File: src/logic/difd_pkg.sv
package difd_pkg;
   // register byte offsets on the wishbone slave
   localparam logic [7:0] DIFD_DRV1_OFS   = 8'h00;
   localparam logic [7:0] DIFD_BRK1_OFS   = 8'h04;
   localparam logic [7:0] DIFD_DRV2_OFS   = 8'h08;
   localparam logic [7:0] DIFD_BRK2_OFS   = 8'h0C;
   localparam logic [7:0] DIFD_VEC_OFS    = 8'h10;
   localparam logic [7:0] DIFD_BOOST_OFS  = 8'h14;
   localparam logic [7:0] DIFD_SLIP_OFS   = 8'h18;
   localparam logic [7:0] DIFD_FCMD1_OFS  = 8'h1C;
   localparam logic [7:0] DIFD_FCMD2_OFS  = 8'h20;
   localparam logic [7:0] DIFD_STAT_OFS   = 8'h24;
   localparam logic [7:0] DIFD_ACT_OFS    = 8'h28;
   localparam logic [7:0] DIFD_TRQ_OFS    = 8'h2C;
   localparam logic [7:0] DIFD_OUTF_OFS   = 8'h30;
   localparam logic [7:0] DIFD_TFUNC_OFS  = 8'h40;  // terminal k at 0x40 + 4*(k-1)
   localparam logic [7:0] DIFD_PRESET_OFS = 8'h80;  // step k at 0x80 + 4*k, k = 1..15
   // status register field positions
   localparam int DIFD_ST_STEP_LSB = 0;
   localparam int DIFD_ST_PRESET   = 4;
   localparam int DIFD_ST_RAMP_LSB = 5;
   localparam int DIFD_ST_ACT32    = 7;
   localparam int DIFD_ST_SLIPON   = 8;
   localparam int DIFD_ST_LIMIT    = 9;
   localparam int DIFD_ST_OVAVOID  = 10;
   // torque limit setting values, in percent
   localparam logic [15:0] DIFD_LIM_MIN  = 16'h0014;  // 20 %
   localparam logic [15:0] DIFD_LIM_MAX  = 16'h00C8;  // 200 %
   localparam logic [15:0] DIFD_LIM_OFF  = 16'h03E7;  // 999
   localparam logic [15:0] DIFD_LIM_OVAV = 16'h0000;  // braking only
   // preset frequency ceiling, 0.01 Hz units (400.00 Hz)
   localparam logic [15:0] DIFD_FREQ_MAX = 16'h9C40;
   // function codes that the decode logic looks at itself
   localparam int DIFD_NFUNC      = 33;
   localparam int DIFD_FN_RAMP_LO = 4;
   localparam int DIFD_FN_RAMP_HI = 5;
   localparam int DIFD_FN_FAULT   = 9;
   localparam int DIFD_FN_FSRC    = 11;
   localparam int DIFD_FN_TLSEL   = 14;
   // reset values
   localparam logic [15:0] DIFD_LIM_RST   = DIFD_LIM_OFF;
   localparam logic        DIFD_VEC_RST   = 1'b0;
   localparam logic [15:0] DIFD_BOOST_RST = 16'h0000;
   localparam logic [15:0] DIFD_SLIP_RST  = 16'h0000;
   localparam logic [15:0] DIFD_FCMD_RST  = 16'h0000;
   localparam logic [7:0]  DIFD_TFUNC_RST = 8'h00;   // terminal k resets to code k-1
   // torque estimate scaling: loss term and final percent shift
   localparam int DIFD_LOSS_SHIFT = 8;
   localparam int DIFD_TRQ_SHIFT  = 8;
   // slip amount applied for a standard motor under vector control when the stored amount is zero
   localparam logic [15:0] DIFD_STD_SLIP = 16'h0010;
endpackage

File: src/logic/difd_preset_mem.sv
module difd_preset_mem
   import difd_pkg::*;
#(
   parameter int W = 16,
   parameter int D = 16
) (
   input  wire logic                 clk_i,
   input  wire logic                 we_i,
   input  wire logic [$clog2(D)-1:0] waddr_i,
   input  wire logic [W-1:0]         wdata_i,
   input  wire logic [$clog2(D)-1:0] ra_addr_i,
   output logic      [W-1:0]         ra_data_o,
   input  wire logic [$clog2(D)-1:0] rb_addr_i,
   output logic      [W-1:0]         rb_data_o
);
   logic [W-1:0] mem [D];  // preset table, one word per step

   // one write port, two registered read ports (decoder and bus)
   always_ff @(posedge clk_i) begin
      if (we_i) begin
         mem[waddr_i] <= wdata_i;
      end
      ra_data_o <= mem[ra_addr_i];
      rb_data_o <= mem[rb_addr_i];
   end
endmodule

File: src/logic/difd_top.sv
module difd_top
   import difd_pkg::*;
#(
   parameter int N_TERM = 9
) (
   input  wire logic               clk_i,
   input  wire logic               rst_i,
   input  wire logic               wb_cyc_i,
   input  wire logic               wb_stb_i,
   input  wire logic               wb_we_i,
   input  wire logic [7:0]         wb_adr_i,
   input  wire logic [3:0]         wb_sel_i,
   input  wire logic [31:0]        wb_dat_i,
   output logic      [31:0]        wb_dat_o,
   output logic                    wb_ack_o,
   input  wire logic [N_TERM-1:0]  term_i,
   input  wire logic               dcbus_high_i,
   input  wire logic [15:0]        out_voltage_i,
   input  wire logic signed [15:0] out_current_i,
   input  wire logic [15:0]        prim_res_i,
   input  wire logic               ramp_tick_i,
   output logic [DIFD_NFUNC-1:0]   func_active_o,
   output logic [3:0]              step_o,
   output logic                    preset_sel_o,
   output logic [15:0]             freq_cmd_o,
   output logic [1:0]              ramp_set_o,
   output logic [15:0]             drv_limit_o,
   output logic                    drv_limit_en_o,
   output logic [15:0]             brk_limit_o,
   output logic                    brk_limit_en_o,
   output logic                    ov_avoid_o,
   output logic                    limiting_o,
   output logic [15:0]             out_freq_o,
   output logic                    vec_enable_o,
   output logic [15:0]             eff_boost_o,
   output logic                    slip_comp_on_o,
   output logic [15:0]             eff_slip_o,
   output logic signed [15:0]      torque_est_o
);
   if (N_TERM < 1 || N_TERM > 16) begin : g_chk
      $error("difd_top: N_TERM must lie in 1..16");
   end

   typedef struct packed {
      logic                       ack;      // bus answer
      logic                       pend;     // request seen, answer next edge
      logic [31:0]                dat;      // read data
      logic [15:0]                drv1;     // first pair of limits
      logic [15:0]                brk1;
      logic [15:0]                drv2;     // second pair of limits
      logic [15:0]                brk2;
      logic                       vec;      // vector control setting
      logic [15:0]                boost;    // stored boost
      logic [15:0]                slip;     // stored slip amount
      logic [15:0]                fcmd1;    // primary frequency command
      logic [15:0]                fcmd2;    // secondary frequency command
      logic [N_TERM-1:0][7:0]     tfunc;    // per-terminal function code
      logic [N_TERM-1:0]          sync1;    // terminal synchroniser, stage 1
      logic [N_TERM-1:0]          sync2;    // terminal synchroniser, stage 2
      logic                       dcb1;     // bus-high synchroniser
      logic                       dcb2;
      logic [DIFD_NFUNC-1:0]      act;      // decoded functions
      logic [3:0]                 step;
      logic                       psel;
      logic                       psel_d;   // psel one cycle later, holds the switch to the preset back a cycle
      logic [15:0]                freq;
      logic [1:0]                 ramp;
      logic [15:0]                dlim;
      logic                       den;
      logic [15:0]                blim;
      logic                       ben;
      logic                       ovav;
      logic                       lact;
      logic [15:0]                outf;
      logic signed [15:0]         est;
      logic [15:0]                eboost;
      logic                       slipon;
      logic [15:0]                eslip;
   } difd_state_t;

   difd_state_t cur;       // registered state
   difd_state_t next_cur;  // combinational copy

   logic [15:0] pa_data;   // preset for current step
   logic [15:0] pb_data;   // preset for bus read
   logic        mem_we;

   // byte-lane merge of a 16-bit register, honouring wishbone sel
   function automatic logic [15:0] lane16(input logic [15:0] old,
                                          input logic [31:0] d,
                                          input logic [3:0]  sel);
      lane16 = old;
      if (sel[0]) lane16[7:0] = d[7:0];
      if (sel[1]) lane16[15:8] = d[15:8];
   endfunction

   // terminals whose code equals the given function
   function automatic logic [N_TERM-1:0] terms_for(input logic [N_TERM-1:0][7:0] tf,
                                                   input int code);
      terms_for = '0;
      for (int k = 0; k < N_TERM; k++) begin
         terms_for[k] = (tf[k] == 8'(code));
      end
   endfunction

   // out-of-range settings are pulled to the nearest legal value
   function automatic logic [15:0] clamp_lim(input logic [15:0] v);
      if (v < DIFD_LIM_MIN)
         clamp_lim = DIFD_LIM_MIN;
      else if (v > DIFD_LIM_MAX)
         clamp_lim = DIFD_LIM_MAX;
      else
         clamp_lim = v;
   endfunction

   logic [DIFD_NFUNC-1:0] fn_on;  // raw decode of synchronised terminals

   // one decoder per function code: OR over every terminal carrying it
   for (genvar f = 0; f < DIFD_NFUNC; f++) begin : g_fn
      logic [N_TERM-1:0] hits;
      assign hits = terms_for(cur.tfunc, f);
      if (f == DIFD_FN_FAULT) begin : g_flt
         // fault input is break-active; unassigned means no fault
         assign fn_on[f] = |(hits & ~cur.sync2);
      end else begin : g_std
         assign fn_on[f] = |(hits & cur.sync2);
      end
   end

   assign mem_we = cur.pend && !cur.ack && wb_we_i && wb_adr_i[7] && (wb_adr_i[5:2] != 4'h0)
                   && (wb_sel_i[1:0] == 2'b11);

   difd_preset_mem #(
      .W (16),
      .D (16)
   ) u_mem (
      .clk_i     (clk_i),
      .we_i      (mem_we),
      .waddr_i   (wb_adr_i[5:2]),
      .wdata_i   ((wb_dat_i[15:0] > DIFD_FREQ_MAX) ? DIFD_FREQ_MAX : wb_dat_i[15:0]),
      .ra_addr_i (cur.step),
      .ra_data_o (pa_data),
      .rb_addr_i (wb_adr_i[5:2]),
      .rb_data_o (pb_data)
   );

   // torque estimate: input power less copper loss, in percent scale
   logic signed [47:0] pwr;
   logic signed [47:0] loss;
   logic signed [47:0] agap;
   logic signed [47:0] scaled;
   logic signed [15:0] est_sat;
   always_comb begin
      pwr    = 48'(signed'({1'b0, out_voltage_i}) * out_current_i);
      loss   = 48'(signed'(48'((out_current_i * out_current_i) >>> DIFD_LOSS_SHIFT))
                  * signed'({1'b0, prim_res_i}));
      agap   = pwr - loss;
      scaled = agap >>> DIFD_TRQ_SHIFT;
      if (scaled > 48'sd32767)
         est_sat = 16'sh7FFF;
      else if (scaled < -48'sd32768)
         est_sat = -16'sh8000;
      else
         est_sat = scaled[15:0];
   end

   // next-state logic for the whole block
   logic [15:0] dsel;
   logic [15:0] bsel;
   logic [15:0] mag;
   logic        take;
   always_comb begin
      next_cur = cur;
      dsel     = 16'h0000;
      bsel     = 16'h0000;
      mag      = 16'h0000;
      take     = wb_cyc_i && wb_stb_i && !cur.pend && !cur.ack;

      // pins pass two flops before any decoding
      next_cur.sync1 = term_i;
      next_cur.sync2 = cur.sync1;
      next_cur.dcb1  = dcbus_high_i;
      next_cur.dcb2  = cur.dcb1;
      next_cur.act   = fn_on;

      // step number and frequency source
      next_cur.step   = cur.act[3:0];
      next_cur.psel   = cur.step != 4'h0;
      next_cur.psel_d = cur.psel;
      // psel is in step with the preset read word; psel_d only holds the switch back a cycle
      if (cur.psel && cur.psel_d)
         next_cur.freq = pa_data;
      else if (cur.act[DIFD_FN_FSRC])
         next_cur.freq = cur.fcmd2;
      else
         next_cur.freq = cur.fcmd1;
      // bit 0 of the ramp set is the low select, bit 1 the high
      next_cur.ramp = {cur.act[DIFD_FN_RAMP_HI], cur.act[DIFD_FN_RAMP_LO]};

      // limit pair selection and decoding
      dsel = cur.act[DIFD_FN_TLSEL] ? cur.drv2 : cur.drv1;
      bsel = cur.act[DIFD_FN_TLSEL] ? cur.brk2 : cur.brk1;
      next_cur.den  = dsel != DIFD_LIM_OFF;
      next_cur.dlim = clamp_lim(dsel);
      next_cur.ovav = bsel == DIFD_LIM_OVAV;
      next_cur.ben  = (bsel != DIFD_LIM_OFF) && (bsel != DIFD_LIM_OVAV);
      next_cur.blim = clamp_lim(bsel);

      // vector control overrides of boost and slip compensation
      next_cur.eboost = cur.vec ? 16'h0000 : cur.boost;
      next_cur.slipon = cur.vec || (cur.slip != 16'h0000);
      next_cur.eslip  = (cur.vec && cur.slip == 16'h0000) ? DIFD_STD_SLIP : cur.slip;

      // frequency trim, one unit per ramp tick; limiting wins over the ramp,
      // so the ramp can take longer than set
      next_cur.est = est_sat;
      mag = cur.est[15] ? 16'(-cur.est) : 16'(cur.est);
      if (ramp_tick_i) begin
         if (cur.den && !cur.est[15] && mag > cur.dlim) begin
            next_cur.lact = 1'b1;
            if (cur.outf != 16'h0000) next_cur.outf = cur.outf - 16'h0001;
         end else if (cur.ovav && cur.dcb2) begin
            // regeneration is raising the bus: back off deceleration
            next_cur.lact = 1'b1;
            if (cur.outf < DIFD_FREQ_MAX) next_cur.outf = cur.outf + 16'h0001;
         end else if (cur.ben && cur.est[15] && mag > cur.blim) begin
            next_cur.lact = 1'b1;
            if (cur.outf < DIFD_FREQ_MAX) next_cur.outf = cur.outf + 16'h0001;
         end else begin
            next_cur.lact = 1'b0;
            if (cur.outf < cur.freq)
               next_cur.outf = cur.outf + 16'h0001;
            else if (cur.outf > cur.freq)
               next_cur.outf = cur.outf - 16'h0001;
         end
      end

      // wishbone: take, then answer one edge later with ack for one cycle
      next_cur.ack = 1'b0;
      if (take) begin
         next_cur.pend = 1'b1;
      end
      if (cur.pend) begin
         next_cur.pend = 1'b0;
         next_cur.ack  = 1'b1;
         next_cur.dat  = 32'h0000_0000;
         case (wb_adr_i)
            DIFD_DRV1_OFS:  next_cur.dat[15:0] = cur.drv1;
            DIFD_BRK1_OFS:  next_cur.dat[15:0] = cur.brk1;
            DIFD_DRV2_OFS:  next_cur.dat[15:0] = cur.drv2;
            DIFD_BRK2_OFS:  next_cur.dat[15:0] = cur.brk2;
            DIFD_VEC_OFS:   next_cur.dat[0]    = cur.vec;
            DIFD_BOOST_OFS: next_cur.dat[15:0] = cur.boost;
            DIFD_SLIP_OFS:  next_cur.dat[15:0] = cur.slip;
            DIFD_FCMD1_OFS: next_cur.dat[15:0] = cur.fcmd1;
            DIFD_FCMD2_OFS: next_cur.dat[15:0] = cur.fcmd2;
            DIFD_STAT_OFS: begin
               next_cur.dat[DIFD_ST_STEP_LSB +: 4] = cur.step;
               next_cur.dat[DIFD_ST_PRESET]        = cur.psel;
               next_cur.dat[DIFD_ST_RAMP_LSB +: 2] = cur.ramp;
               next_cur.dat[DIFD_ST_ACT32]         = cur.act[32];
               next_cur.dat[DIFD_ST_SLIPON]        = cur.slipon;
               next_cur.dat[DIFD_ST_LIMIT]         = cur.lact;
               next_cur.dat[DIFD_ST_OVAVOID]       = cur.ovav;
            end
            DIFD_ACT_OFS:   next_cur.dat       = cur.act[31:0];
            DIFD_TRQ_OFS:   next_cur.dat[15:0] = cur.est;
            DIFD_OUTF_OFS:  next_cur.dat[15:0] = cur.outf;
            default: begin
               if (wb_adr_i[7] && wb_adr_i[5:2] != 4'h0 && wb_adr_i[6] == 1'b0)
                  next_cur.dat[15:0] = pb_data;
               else if (wb_adr_i >= DIFD_TFUNC_OFS && wb_adr_i[7:6] == 2'b01
                        && 5'(wb_adr_i[5:2]) < 5'(N_TERM))
                  next_cur.dat[7:0] = cur.tfunc[wb_adr_i[5:2]];
            end
         endcase
         // writes land at the edge that raises ack; read-only and unmapped ignore them, except 0xC4-0xFF, which write the preset table like 0x84-0xBF
         if (wb_we_i) begin
            case (wb_adr_i)
               DIFD_DRV1_OFS:  next_cur.drv1  = lane16(cur.drv1, wb_dat_i, wb_sel_i);
               DIFD_BRK1_OFS:  next_cur.brk1  = lane16(cur.brk1, wb_dat_i, wb_sel_i);
               DIFD_DRV2_OFS:  next_cur.drv2  = lane16(cur.drv2, wb_dat_i, wb_sel_i);
               DIFD_BRK2_OFS:  next_cur.brk2  = lane16(cur.brk2, wb_dat_i, wb_sel_i);
               DIFD_VEC_OFS:   if (wb_sel_i[0]) next_cur.vec = wb_dat_i[0];
               DIFD_BOOST_OFS: next_cur.boost = lane16(cur.boost, wb_dat_i, wb_sel_i);
               DIFD_SLIP_OFS:  next_cur.slip  = lane16(cur.slip, wb_dat_i, wb_sel_i);
               DIFD_FCMD1_OFS: next_cur.fcmd1 = lane16(cur.fcmd1, wb_dat_i, wb_sel_i);
               DIFD_FCMD2_OFS: next_cur.fcmd2 = lane16(cur.fcmd2, wb_dat_i, wb_sel_i);
               default: begin
                  if (wb_adr_i[7:6] == 2'b01 && 5'(wb_adr_i[5:2]) < 5'(N_TERM) && wb_sel_i[0])
                     next_cur.tfunc[wb_adr_i[5:2]] = wb_dat_i[7:0];
               end
            endcase
         end
      end

      if (rst_i) begin
         next_cur       = '0;
         next_cur.drv1  = DIFD_LIM_RST;
         next_cur.brk1  = DIFD_LIM_RST;
         next_cur.drv2  = DIFD_LIM_RST;
         next_cur.brk2  = DIFD_LIM_RST;
         next_cur.vec   = DIFD_VEC_RST;
         next_cur.boost = DIFD_BOOST_RST;
         next_cur.slip  = DIFD_SLIP_RST;
         next_cur.fcmd1 = DIFD_FCMD_RST;
         next_cur.fcmd2 = DIFD_FCMD_RST;
         next_cur.dlim  = DIFD_LIM_MAX;
         next_cur.blim  = DIFD_LIM_MAX;
         for (int k = 0; k < N_TERM; k++) begin
            next_cur.tfunc[k] = DIFD_TFUNC_RST + 8'(k);
         end
      end
   end

   // single state register, synchronous reset folded in above
   always_ff @(posedge clk_i) begin
      cur <= next_cur;
   end

   assign wb_dat_o       = cur.dat;
   assign wb_ack_o       = cur.ack;
   assign func_active_o  = cur.act;
   assign step_o         = cur.step;
   assign preset_sel_o   = cur.psel;
   assign freq_cmd_o     = cur.freq;
   assign ramp_set_o     = cur.ramp;
   assign drv_limit_o    = cur.dlim;
   assign drv_limit_en_o = cur.den;
   assign brk_limit_o    = cur.blim;
   assign brk_limit_en_o = cur.ben;
   assign ov_avoid_o     = cur.ovav;
   assign limiting_o     = cur.lact;
   assign out_freq_o     = cur.outf;
   assign vec_enable_o   = cur.vec;
   assign eff_boost_o    = cur.eboost;
   assign slip_comp_on_o = cur.slipon;
   assign eff_slip_o     = cur.eslip;
   assign torque_est_o   = cur.est;
endmodule

File: config.mk
export PLATFORM = sky130hd
export DESIGN_NAME = difd_top
export DESIGN_NICKNAME = d
export VERILOG_FILES = /design/src/logic/difd_pkg.sv /design/src/logic/difd_preset_mem.sv /design/src/logic/difd_top.sv
export SDC_FILE = /design/constraint.sdc
export NUM_CORES = 2
export LEC_CHECK = 0
export BUFFER_PORTS_ARGS = -buffer_cell sky130_fd_sc_hd__buf_2
export CORE_ASPECT_RATIO = 0.9
export CORE_UTILIZATION = 52
export CTS_CLUSTER_DIAMETER = 50
export DETAILED_ROUTE_END_ITERATION = 16
export PLACE_DENSITY = 0.72
export SLEW_MARGIN = 5
export SYNTH_ARGS = -nofsm -noshare
export SYNTH_HDL_FRONTEND = slang
export SYNTH_SLANG_ARGS = --single-unit
export TNS_END_PERCENT = 100
File: constraint.sdc
create_clock -name clk_i -period 15.15 [get_ports clk_i]
set_input_delay 0.7575 -clock clk_i [delete_from_list [all_inputs] [get_ports clk_i]]
set_output_delay 0.7575 -clock clk_i [all_outputs]
set_load 0.02 [all_outputs]
# Yosys cells after proc, flatten, opt, wreduce, memory -nomap -nowiden
# Memory sizes are Yosys's and may differ from the RTL's. A register that Yosys moved wholly into a read port is not among the register bits.
# Cells that the tools add are included.
# word_totals
regBits	413
mem_bits_rw	256
input_bits	108
out_inout_bits	191
wordCells	589
n_memories	1
# op_classes
addsub	4
n_mul	3
magnitude_cmp	16
n_eq_ne	305
mux	65
bitwise_logic	36
n_reduce_logical	105
# memory_table
name	words	word_bits	read_ports	rd_clocked_by_memory_dff	write_ports	line	source
u_mem.mem	16	16	2	2	1	difd_preset_mem.sv:16	logic [W-1:0] mem [D];
# ops
operator	count
8-bit by 5-bit == test with 1-bit output (second input constant)	148
8-bit by 4-bit == test with 1-bit output (second input constant)	74
16-bit two-way mux	20
9-bit OR reduction	34
9-bit bitwise AND	33
8-bit by 3-bit == test with 1-bit output (second input constant)	37
235-bit two-way mux	1
201-bit two-way mux	1
8-bit two-way mux	25
8-bit by 2-bit == test with 1-bit output (second input constant)	18
72-bit two-way mux	2
10-bit case mux with 13 select lines	1
8-bit by 6-bit == test with 1-bit output (second input constant)	14
8-bit logical NOT	10
72-bit bitwise mux	1
8-bit by 1-bit == test with 1-bit output (second input constant)	9
4-bit AND reduction	18
5-bit case mux with 12 select lines	1
17-bit two-way mux	3
16-bit > comparator	3
16-bit nonzero test	3
33-bit by 41-bit subtractor with 42-bit output	1
24-bit by 17-bit multiplier with 41-bit output	1
34-bit by 16-bit > comparator with 1-bit output (second input constant)	1
36 further kinds	75

# Logic depth before layout (Yosys ltp)
# depth
word_depth	9
depth_mapped	58
mapped_depth_nobuf	51

# Modules after synthesis
# A second synthesis with hierarchy kept.
# unflattened
cells_unflattened	7052
hier_area_um2	67832.6
# by_module_without_submodules
mod	n_inst	cells_each	area_per_inst_um2	seq_area_each_um2
difd_top	1	6467	55472.0	8267.9
difd_preset_mem	1	585	12360.6	8328.0

# Worst setup path before layout
# No wires, ideal clock.
# synth_timing
kind	input port to flip-flop
from	in out_current_i[15]
to	reg cur (netlist bit torque_est_o[5])
setup_time_ns	0.141
t_arrival_ns	13.965
required_ns	15.009
path_slack_ns	1.044
cell_stages	46
path_buffers	5
path_cell_list	clkbuf_1 -> buf_1 -> nand2_1 -> fa_1 -> inv_1 -> fa_1 -> inv_1 -> fa_1 -> fa_1 -> fa_1 -> inv_1 -> fa_1 -> ha_1 -> a21o_1 -> a21oi_1 -> o21bai_1 -> or3_1 -> o211a_1 -> [... 10 more ...] -> inv_1 -> fa_1 -> fa_1 -> fa_1 -> inv_1 -> fa_1 -> ha_1 -> clkbuf_1 -> nand4_1 -> or3_1 -> o211a_1 -> o211ai_1 -> and3_1 -> xor2_1 -> or3_1 -> o41ai_4 -> buf_6 -> o31ai_1
# synth_between
elab_chain_len	6
elab_cells_between_ends	8
classes_between	add/sub (1); mul (3); order compare (2); mux (2)
# synth_lines
item	line	source
from (decl)	difd_top.sv:19	input wire logic signed [15:0] out_current_i,
16-bit by 16-bit multiplier with 32-bit output	difd_top.sv:155	loss = 48'(signed'(48'((out_current_i * out_current_i) >>> DIFD_LOSS_SHIFT))
24-bit by 17-bit multiplier with 41-bit output	difd_top.sv:156	* signed'({1'b0, prim_res_i}));
33-bit by 41-bit subtractor with 42-bit output *	difd_top.sv:157	agap = pwr - loss;
34-bit by 16-bit less-than comparator with 1-bit output	difd_top.sv:161	else if (scaled < -48'sd32768)
16-bit two-way mux	difd_top.sv:161	
15-bit two-way mux *	difd_top.sv:159	if (scaled > 48'sd32767)
to (signal assigned)	difd_top.sv:318	cur <= next_cur;
to (decl)	difd_top.sv:81	difd_state_t cur;
# Every way passes the cells marked *; elsewhere a longest branch is shown, timed or not.
# A chain may end at the register's enable or synchronous reset.

# Final worst setup path
# layout_timing
from	in out_current_i[12]
to	reg cur (netlist bit torque_est_o[4])
# Same word-level chain as after synthesis.

==> summary by stage <==
Status
The flow ran to the end, and the final reports show no timing, DRC or antenna violations.

Synthesis
The fraction of post-synthesis cell area in the top cell type by area is 25.92%. By count the netlist is led by sky130_fd_sc_hd__inv_1, sky130_fd_sc_hd__nand2_1, sky130_fd_sc_hd__fa_1. The post-synthesis cell type count is 108. The flop and latch count out of synthesis is 701. For this run, the register share of the synthesized area comes to 24.55%. The synthesized netlist devotes 9.535% of its cell area to compound gates. The count of flip-flops with a built-in enable after synthesis is 256. After Yosys synthesis, XOR and XNOR cells account for 1.022% of the synthesized area. The number of cells produced by synthesis is 7,057. The simple-gate portion of the synthesized area is 16.45%. The post-synthesis adder-cell area fraction is 32.21%. During synthesis, Yosys emitted a total of 0 warnings.

For this run, asynchronously set or reset flops after synthesis account for 0%. The most common cell in the netlist is sky130_fd_sc_hd__inv_1. The multiplexer area fraction after synthesis is 6.236%. Among all flip-flop cells after synthesis, the most frequent one is sky130_fd_sc_hd__dfxtp_1. Yosys attributes the largest share of cell area to sky130_fd_sc_hd__fa_1, sky130_fd_sc_hd__dfxtp_1, sky130_fd_sc_hd__edfxtp_1, sky130_fd_sc_hd__ha_1, sky130_fd_sc_hd__inv_1. The largest total area in the synthesized netlist belongs to sky130_fd_sc_hd__fa_1. After synthesis, the largest family of logic cells by area is adder cells. A synthesized cell averages 9.578 sq um. The total standard cell area after synthesis is 67,590 sq um.

Timing
Setup total negative slack on the finished layout was measured at 0 ps. The worst clock skew on the final layout is 42.16 ps. The maximum operating frequency is 0.06907 GHz. The measured slew at the worst slew-check pin is 1209 ps. The share of the clock period used by the worst path after layout is 95.56%. The number of endpoints with negative hold slack in the final report is 0.

The total count of max-transition violations in the final report came to 0. The shortest clock period the worst path allows after layout is 14,480 ps. Setup repair after global routing left no endpoint under its margin.

The final number of setup-violating endpoints is 0. The headroom to the max-slew limit is 18.68%.

Detailed routing
The average wire length per cell after detail routing is 24.26 microns. The number of design rule violations left after detail routing is 0. The first routing iteration left 6,634 violations. After detailed routing, the number of vias per cell comes to 6.044. The count of nets left with antenna violations once routing finished came out at 0.

The first-pass detailed-route iteration total is 7. The total via count after detailed routing is 53,220. For this block, the routed nets add up to 213,600 microns of wire.

Die
From bottom edge to top edge, the die measures 344.0 microns. The floorplan has 125 rows. The die covers 131,400 sq um. The horizontal die dimension is 382.0 microns. The core box area is 129,000 sq um. The I/O pin total is 299. The initial standard-cell utilization of the core is 52.38%.

CTS
Buffers added to address setup during post-CTS repair amount to 0. The clock drives 701 sinks. In this run, CTS created clock tree buffers numbering 76. TritonCTS built the clock tree. The deepest clock path buffer count is 3. The clock slew seen by the registers of the worst setup and hold paths is 60 ps. After clock tree synthesis, the repair step resized 0 gates.

The root cell of the clock tree is sky130_fd_sc_hd__clkbuf_16. The later pin in the worst-skew pair is clocked with a latency of 670 ps. The H-tree generated during clock tree synthesis spans 3 levels. In this run, post-CTS hold repair placed 0 buffers.

Worst setup path
STA puts the critical path data arrival time at 14,990 ps. The buffering stage count on the worst path with inverters included is 10. The slowest library cell on the worst path is sky130_fd_sc_hd__o21ai_0. The critical path in this run is classified as primary input to flip-flop. The worst setup slack for register-to-register paths is 9950 ps. The library cell appearing most often on the critical path is sky130_fd_sc_hd__fa_1.

The worst setup path is captured at a flip-flop. The biggest cell delay along the critical path is 760 ps. STA puts the critical path data required time at 15,660 ps. Of all nets on the critical path, the largest fanout is 34. The kind of cell with the highest combined delay along the critical path is adder cells.

The worst setup path is launched from a primary input.

Global routing
The total global-route track usage is 32.30%. Entering global routing, the biggest net connects 179 pins. After global routing the overflow that remains totals 0.

The wire length of the first global-routing pass is 322,600 microns. The number of global-route vias before repair is 52,650. The number of antenna violations at the first check in global routing was 19.

Placed design
The count of buffers from port buffering is 280. Summed over all nets, the half-perimeter wirelength after detailed placement is 165,400 microns. The placed instances occupy a cell area of 69,570 sq um. The final weighted congestion in routability-driven placement is 1.026.

Cells and area
The layout filler cell count is 11,200. The area growth from synthesis to layout is 6.851%. After routing the design area is 72,220 sq um. At the end of the flow, the number of nets in the layout was 8,345. In the final layout, the share of cells above drive strength 1 is 11.14%.

Run
Max-cap violations in this run came to 0.

Min path
The kind of path behind the tightest hold check is primary input to flip-flop.
cell families (layout without fill, tap and decap cells):
kind of cell	count (synthesis)	in the layout
DFF	701	701
and+or+nand+nor	2268	2268
adders and majority gates	1215	1215
xor gates and xnor gates	78	78
other	1	37
AOI/OAI and AO/OA	939	939
muxes	260	260
buffers and inverters	1595	1592
through the flow:
stage,util [%],worst slack [ps],cells,hold slack [ps]
after global placement,53.92,379.2,8657,425.8
after global routing,55.97,30.53,8800,317.4
after floorplan,-,1044,7088,413.8
after CTS,55.96,884.8,8798,293.6
final,55.97,672.4,8804,324.5
after detailed placement,53.92,188.0,8657,429.4
cell type report:
| type | instances | area [sq um] | area share (%) |
|---|---|---|---|
| antenna | 5 | 12.51 | 0.01732 |
| clock buffer | 96 | 2091 | 2.895 |
| clock inverter | 45 | 545.5 | 0.7553 |
| inverter | 1025 | 3847 | 5.327 |
| multi-input combinational | 4792 | 44440 | 61.53 |
| sequential | 701 | 16600 | 22.99 |
| tap | 1714 | 2145 | 2.969 |
| timing repair buffer | 426 | 2539 | 3.515 |
worst min-delay path: stages:
cell and delay, ps:
sky130_fd_sc_hd__buf_2 90, sky130_fd_sc_hd__nand3_1 50, sky130_fd_sc_hd__nor2_1 40
path summary, 6_finish.rpt:
check,from,endpoint,cells past startpoint
setup / recovery,out_current_i[12],torque_est_o[4],47
hold reg to reg,cur[170],cur[161],1
hold / removal,wb_stb_i,cur[411],3
setup reg to reg,torque_est_o[4],out_freq_o[11],16
layer usage:
layer  vias up  global-route usage [%]  wire length (microns)
li1      23020                       -                      -
met1     26380                   46.23                  87750
met2      3282                   46.95                  89890
met3       517                   9.563                  28120
met4        24                   10.33                   7679
met5         -                       0                    162
placed cells by master (no fill, tap or decap), types with 252 or more instances in the layout:
cell,count
sky130_fd_sc_hd__buf_2,277
sky130_fd_sc_hd__inv_1,1024
sky130_fd_sc_hd__fa_1,875
sky130_fd_sc_hd__nand2_1,917
sky130_fd_sc_hd__edfxtp_1,256
sky130_fd_sc_hd__ha_1,340
sky130_fd_sc_hd__nor2_1,252
sky130_fd_sc_hd__and2_1,391
sky130_fd_sc_hd__a21oi_1,295
sky130_fd_sc_hd__dfxtp_1,442
Power is not shown: default switching activity piles up to over one toggle a cycle in this logic, so the estimate is an artifact.
